## config.mk

```make
export PLATFORM = sky130hd
export DESIGN_NAME = qdl_host
export DESIGN_NICKNAME = d
export VERILOG_FILES = /design/src/verilog/qdl_pkg.sv /design/src/verilog/qdl_pins_if.sv /design/src/verilog/qdl_host.sv /design/src/verilog/qdl_code_fmt.sv
export VERILOG_INCLUDE_DIRS = /design/src /design/src/verilog
export SDC_FILE = /design/constraint.sdc
export NUM_CORES = 1
export LEC_CHECK = 0
export BUFFER_PORTS_ARGS = -buffer_cell sky130_fd_sc_hd__buf_2
export CAP_MARGIN = 20
export CORE_ASPECT_RATIO = 0.8
export CORE_MARGIN = 10
export CORE_UTILIZATION = 48
export DETAILED_ROUTE_END_ITERATION = 8
export GPL_ROUTABILITY_DRIVEN = 0
export PLACE_DENSITY = 0.75
export SETUP_SLACK_MARGIN = 0.1
export SYNTH_ARGS = -nofsm -noshare
export SYNTH_HDL_FRONTEND = slang
export SYNTH_SLANG_ARGS = --single-unit
```

## constraint.sdc

```tcl
create_clock -name ref_clk -period 2.01 [get_ports ref_clk]
set_input_delay 0.402 -clock ref_clk [delete_from_list [all_inputs] [get_ports ref_clk]]
set_output_delay 0.402 -clock ref_clk [all_outputs]
set_load 0.05 [all_outputs]
```

## src/verilog/qdl_cfg.svh

```systemverilog
`ifndef QDL_CFG_SVH
`define QDL_CFG_SVH

// code width and channel count
`define QDL_CODE_W 12
`define QDL_NUM_CH 4
// bipolar zero code, converter latch value after reset
`define QDL_BIPOLAR_ZERO 12'h800
// host pin and state values held during reset
`define QDL_SEL_IDLE 4'hf
`define QDL_DATA_RST 12'h000
`define QDL_CNT_RST 8'h00
// offset-binary msb position
`define QDL_MSB_POS 11
// bus timing in ns, cycles at 4 ns clock period
`define QDL_CLK_NS 4
`define QDL_SETUP_NS 20
`define QDL_STROBE_NS 40
`define QDL_HOLD_NS 12
`define QDL_SETUP_CYC ((`QDL_SETUP_NS + `QDL_CLK_NS - 1) / `QDL_CLK_NS)
`define QDL_STROBE_CYC ((`QDL_STROBE_NS + `QDL_CLK_NS - 1) / `QDL_CLK_NS)
`define QDL_HOLD_CYC ((`QDL_HOLD_NS + `QDL_CLK_NS - 1) / `QDL_CLK_NS)

`endif

```

## src/verilog/qdl_pkg.sv

```systemverilog
package qdl_pkg;
	typedef enum logic [4:0] {
		QDL_IDLE = 5'b00001,
		QDL_SETUP = 5'b00010,
		QDL_STROBE = 5'b00100,
		QDL_HOLD = 5'b01000,
		QDL_DONE = 5'b10000
	} qdl_state_e;
	typedef logic [11:0] qdl_code_t;
	typedef logic [7:0] qdl_cnt_t;
endpackage

```

## src/verilog/qdl_pins_if.sv

```systemverilog
`timescale 1ns/1ns
`default_nettype none
interface qdl_pins_if;
	logic wr_n;
	logic update_n;
	logic [3:0] sel_n;
	logic [11:0] data;
	modport drv(output wr_n, output update_n, output sel_n, output data);
	modport mon(input wr_n, input update_n, input sel_n, input data);
endinterface
`default_nettype wire

```

## src/verilog/qdl_host.sv

```systemverilog
// Functional notes
// device has input and converter latch per channel
// device latches are level sensitive
// select low plus strobe low loads channel
// update low plus strobe low copies all
// reset clears converter latches only
// write all four channels before update
// data lines are positive-true binary
// offset binary, 800 is zero
// invert msb for two's complement data
// strobe is the closing edge
// reset forces bipolar zero asynchronously
// strobe high changes no latch
// all low makes everything transparent
// reset loads 800 until update
`timescale 1ns/1ns
`default_nettype none
`include "qdl_cfg.svh"
module qdl_host #(
	parameter int NUM_CH = `QDL_NUM_CH,
	parameter int SETUP_CYC = `QDL_SETUP_CYC,
	parameter int STROBE_CYC = `QDL_STROBE_CYC,
	parameter int HOLD_CYC = `QDL_HOLD_CYC
) (
	input wire logic ref_clk,
	input wire logic rst_b,
	input wire logic twos_comp,
	input wire logic wr_valid,
	output logic wr_ready,
	input wire logic [1:0] wr_chan,
	input wire logic [11:0] wr_sample,
	input wire logic upd_valid,
	output logic upd_ready,
	input wire logic dev_reset_req,
	output logic dev_reset_n,
	output logic [3:0] loaded,
	output logic [3:0] channel_select_n,
	output logic update_all_n,
	output logic wr_n,
	output logic [11:0] data_out
);
	////////////////////////////////////////////////////////////////////////
	typedef struct packed {
		qdl_pkg::qdl_state_e st;
		qdl_pkg::qdl_cnt_t cnt;
		logic is_upd;
		logic [3:0] sel_n;
		logic upd_n;
		logic wr_n;
		logic [11:0] data;
		logic [3:0] loaded;
		logic rst_n;
	} qdl_host_s;

	qdl_host_s s_q;
	qdl_host_s s_d;
	logic [11:0] code;
	qdl_pins_if pins();

	function automatic qdl_pkg::qdl_cnt_t cyc(input int n);
		cyc = qdl_pkg::qdl_cnt_t'(n - 1);
	endfunction

	function automatic logic [3:0] one_low(input logic [1:0] ch);
		one_low = ~(4'h1 << ch);
	endfunction

	function automatic logic cnt_done(input qdl_pkg::qdl_cnt_t c);
		cnt_done = (c == 8'h00);
	endfunction

	function automatic qdl_pkg::qdl_cnt_t cnt_dec(input qdl_pkg::qdl_cnt_t c);
		cnt_dec = c - 8'h01;
	endfunction

	// common part of accepting a write or an update request
	function automatic qdl_host_s start_xfer(input qdl_host_s cur, input logic upd);
		start_xfer = cur;
		start_xfer.is_upd = upd;
		start_xfer.cnt = cyc(SETUP_CYC);
		start_xfer.st = qdl_pkg::QDL_SETUP;
	endfunction

	// every pin idle; device reset follows ours so outputs return to zero code
	function automatic qdl_host_s reset_state();
		reset_state.st = qdl_pkg::QDL_IDLE;
		reset_state.cnt = `QDL_CNT_RST;
		reset_state.is_upd = 1'b0;
		reset_state.sel_n = `QDL_SEL_IDLE;
		reset_state.upd_n = 1'b1;
		reset_state.wr_n = 1'b1;
		reset_state.data = `QDL_DATA_RST;
		reset_state.loaded = 4'h0;
		reset_state.rst_n = 1'b0;
	endfunction

	qdl_code_fmt u_fmt (
		.twos_comp(twos_comp),
		.sample(wr_sample),
		.code(code)
	);

	////////////////////////////////////////////////////////////////////////
	logic idle;
	logic all_loaded;
	assign idle = (s_q.st == qdl_pkg::QDL_IDLE) && s_q.rst_n;
	assign all_loaded = &s_q.loaded;
	assign wr_ready = idle && !dev_reset_req;
	// unknown first-rank data must not reach outputs
	assign upd_ready = idle && !dev_reset_req && !wr_valid && all_loaded;

	always_comb begin
		s_d = s_q;
		s_d.rst_n = 1'b1;
		case (s_q.st)
			qdl_pkg::QDL_IDLE: begin
				if (dev_reset_req) begin
					// converter latches go to zero, input latches stay stale
					s_d.rst_n = 1'b0;
					s_d.loaded = 4'h0;
				end else if (wr_valid && wr_ready) begin
					s_d = start_xfer(s_d, 1'b0);
					// positive-true code drives the lines as is
					s_d.data = code;
					s_d.sel_n = one_low(wr_chan);
				end else if (upd_valid && upd_ready) begin
					s_d = start_xfer(s_d, 1'b1);
					s_d.upd_n = 1'b0;
				end
			end
			qdl_pkg::QDL_SETUP: begin
				if (cnt_done(s_q.cnt)) begin
					// select and update settle first: their path is slow
					s_d.wr_n = 1'b0;
					s_d.cnt = cyc(STROBE_CYC);
					s_d.st = qdl_pkg::QDL_STROBE;
				end else begin
					s_d.cnt = cnt_dec(s_q.cnt);
				end
			end
			qdl_pkg::QDL_STROBE: begin
				if (cnt_done(s_q.cnt)) begin
					// strobe rising edge closes the latch
					s_d.wr_n = 1'b1;
					s_d.cnt = cyc(HOLD_CYC);
					s_d.st = qdl_pkg::QDL_HOLD;
					if (!s_q.is_upd) begin
						s_d.loaded = s_q.loaded | ~s_q.sel_n;
					end
				end else begin
					s_d.cnt = cnt_dec(s_q.cnt);
				end
			end
			qdl_pkg::QDL_HOLD: begin
				if (cnt_done(s_q.cnt)) begin
					// only one select or update low at a time, never all
					s_d.sel_n = `QDL_SEL_IDLE;
					s_d.upd_n = 1'b1;
					s_d.st = qdl_pkg::QDL_DONE;
				end else begin
					s_d.cnt = cnt_dec(s_q.cnt);
				end
			end
			qdl_pkg::QDL_DONE: begin
				s_d.st = qdl_pkg::QDL_IDLE;
			end
			default: begin
				s_d.st = qdl_pkg::QDL_IDLE;
			end
		endcase
	end

	always_ff @(posedge ref_clk) begin
		if (!rst_b) begin
			s_q <= reset_state();
		end else begin
			s_q <= s_d;
		end
	end

	////////////////////////////////////////////////////////////////////////
	assign pins.wr_n = s_q.wr_n;
	assign pins.update_n = s_q.upd_n;
	assign pins.sel_n = s_q.sel_n;
	assign pins.data = s_q.data;
	assign wr_n = pins.wr_n;
	assign update_all_n = pins.update_n;
	assign channel_select_n = pins.sel_n;
	assign data_out = pins.data;
	assign dev_reset_n = s_q.rst_n;
	assign loaded = s_q.loaded;
endmodule
`default_nettype wire

```

## src/verilog/qdl_code_fmt.sv

```systemverilog
`timescale 1ns/1ns
`default_nettype none
`include "qdl_cfg.svh"
// converts a host sample into the converter's positive-true offset-binary code
module qdl_code_fmt (
	input wire logic twos_comp,
	input wire qdl_pkg::qdl_code_t sample,
	output logic [11:0] code
);
	always_comb begin
		code = sample;
		// two's complement maps onto offset binary by flipping the msb
		if (twos_comp) begin
			code[`QDL_MSB_POS] = ~sample[`QDL_MSB_POS];
		end
	end
endmodule
`default_nettype wire

```

==> metrics.yaml <==
status: "complete, but fails checks"
violations: "setup timing"
rr_worst_depth: 8
mostFrequentLayoutCells: "42 x buf_2, 36 x dfxtp_1, 32 x nand2_1"
drt_iter0_markers: 148
rows: 20
worstMarginPinSlew_ps: 508.7
maxCapViolCount: 0
via_per_inst: 5.361
seqCellArea_um2: 742.0
grt_pass1_vias: 1758
overflow: 0
ys.flop_type: "dfxtp_1"
htree_levels: 2
dp_hpwl_mm: 3.626
rsz0062_at_grt: "true"
crit_type: "reg2out"
port_buffers: 44
syn_inst: 230
crit_chain: "or4_4, or2_4, inv_8, and3_4, buf_8"
avgRoutedWirePerCell_um: 15.25
hold_viol_final: 0
power.leakage_uw: 0.001040
grt_pass1_wl_mm: 8.342
worst_setup_path_end_kind: "output pin"
max_stage_delay_ps: 530
fin_ws_ps: -186.1
num_io_pins: 45
final_common_cell: "buf_2"
antennaDiodeCount: 0
nets: 298
max_freq_mhz: 455.4
die_h_um: 76.78
drv_slew: 0
wl_mm: 5.062
synth_edf_count: 0
worstPathArrival_ps: 1790
grt_max_degree: 20
cts_tree: "built"
drt_pre_antenna_iters: 4
multi_input_area_um2: 1003
drive_gt1_frac: 0.3646
start_util: 0.5019
relSlewSlack: 0.6608
endpoint: "upd_ready"
ir_drop_v: 0.0005770
post-place-cells: 322
holdWs_ps: 333.3
die-width_um: 90.98
power.total_uw: 1737
vias: 1780
fill_cells: 340
ys_ff_latch: 37
avgSynthCellArea_um2: 8.410
clkLatencyLatePin_ps: 300
synth_warnings: 0
cp.required_ps: 1610
clock_sinks: 37
syn_nets: 252
die-area_um2: 6985
finalCriticalPeriod_ps: 2196
final_cells: 332
reg2reg_from: "s_q[36]"
holdCritPathClass: "in2reg"
fin_crit_sh: 1.093
tns_ps: -313.4
powerDensity_nw_per_um2: 706.9
r2r-end: "s_q[26]"
rrSetupSlack_ps: 20
syn2layout_area_growth_pct: 27.04
finClkSkew_ps: 7.649
synth-async-reset-ratio: 0
setup.worst_path.start: "s_q[36]"
clk_pin_slew_ps: 80
yosysSeqAreaShare: 0.3829
drc: 0
ys_types: 58
grt_antenna_before_repair: 0
final_antenna_net_count: 0
track_usage: 0.1432
crit_path_top_delay_cell: "or4_4"
syn_area_um2: 1934
core_um2: 3854
path_max_fanout: 2
cts.path.max_buffers: 2
root_buffer: "clkbuf_8"
start_kind: "flop"
cts_buffers: 5
setup_viol: 2
synthesized netlist by cell type, types with 3 or more instances:
cell type	number	area [um2]
o21a_1	5	37.54
inv_1	7	26.28
a21oi_1	19	95.09
nand3_1	4	20.02
o31ai_1	4	30.03
clkbuf_1	5	18.77
dfxtp_1	37	740.7
nor3_1	8	40.04
nand2_1	32	120.1
buf_4	21	157.7
a211oi_1	3	22.52
o22ai_1	4	25.02
and4_1	3	26.28
buf_2	3	15.01
nor2_1	18	67.56
o21ai_1	5	25.02
stage by stage:
stage / util / setup slack, ps / instance area (um2)
3_5_place_dp: 0.5779 / 40.10 / 2227
3_3_place_gp: 0.5779 / 69.91 / 2227
2_1_floorplan: - / 32.59 / 1947
5_1_grt: 0.6377 / -218.9 / 2457
4_1_cts: 0.6244 / -179.0 / 2406
6_report: 0.6377 / -186.1 / 2457
logic make-up (layout without fill, tap and decap cells):
family          count (synthesis)  after routing  share of synthesized area
compound gates                 62             62                     0.2225
simple gates                   86             86                     0.2361
mux                             2              2                    0.01035
flops                          37             37                     0.3829
fa+ha+maj                       2              2                    0.01293
xor+xnor                        2              2                   0.009057
buf+inv                        39             86                     0.1261
sequential cells by signal, indices dropped and copies added (netlist names):
signal            flops
data_out             12
wr_n                  1
s_q                  14
channel_select_n      4
update_all_n          1
dev_reset_n           1
loaded                4
critical path, delay by kind of cell (launching register included):
family	cells	cell delay, ps
flip-flops	1	320
AND/OR/NAND/NOR	3	990
buffers and inverters	2	190
power breakdown:
part	switching [uW]	leakage, uW	internal, uW
Combinational	124	0.000672	75.8
Sequential	8.23	0.000300	744
Clock	286	0.0000687	499
Total	417	0.00104	1320
routing by layer:
layer / track usage / part of all wire
met1: 0.1833 / 0.48
met2: 0.2179 / 0.44
met3: 0.03696 / 0.063
met4: 0.06875 / 0.019
met5: 0 / 0
what timing repair did:
item	4_1_cts	5_1_grt
hold buffers	0	0
buffers inserted	2	1
pin swaps	4	2
endpoints found under the setup margin	9	18
resized for setup	10	10
area by class of cell:
type	instances	area share
tap	55	0.02800
sequential	37	0.3019
timing repair buffer	70	0.1904
clock inverter	3	0.02800
clock buffer	5	0.02800
multi-input combinational	154	0.4083
inverter	8	0.01527
worst min path at each step:
| stage | startpoint | to | cells after the start |
|---|---|---|---|
| 6_report | wr_sample[9] | data_out[9] | 3 |
| 5_1_grt | wr_sample[9] | data_out[9] | 3 |
| 4_1_cts | wr_sample[4] | data_out[4] | 3 |
| 3_5_place_dp | data_out[10] | data_out[10] | 2 |
| 3_3_place_gp | data_out[10] | data_out[10] | 2 |
| 2_1_floorplan | data_out[0] | data_out[0] | 2 |
Note: power is estimated with default switching activity, not from simulation.
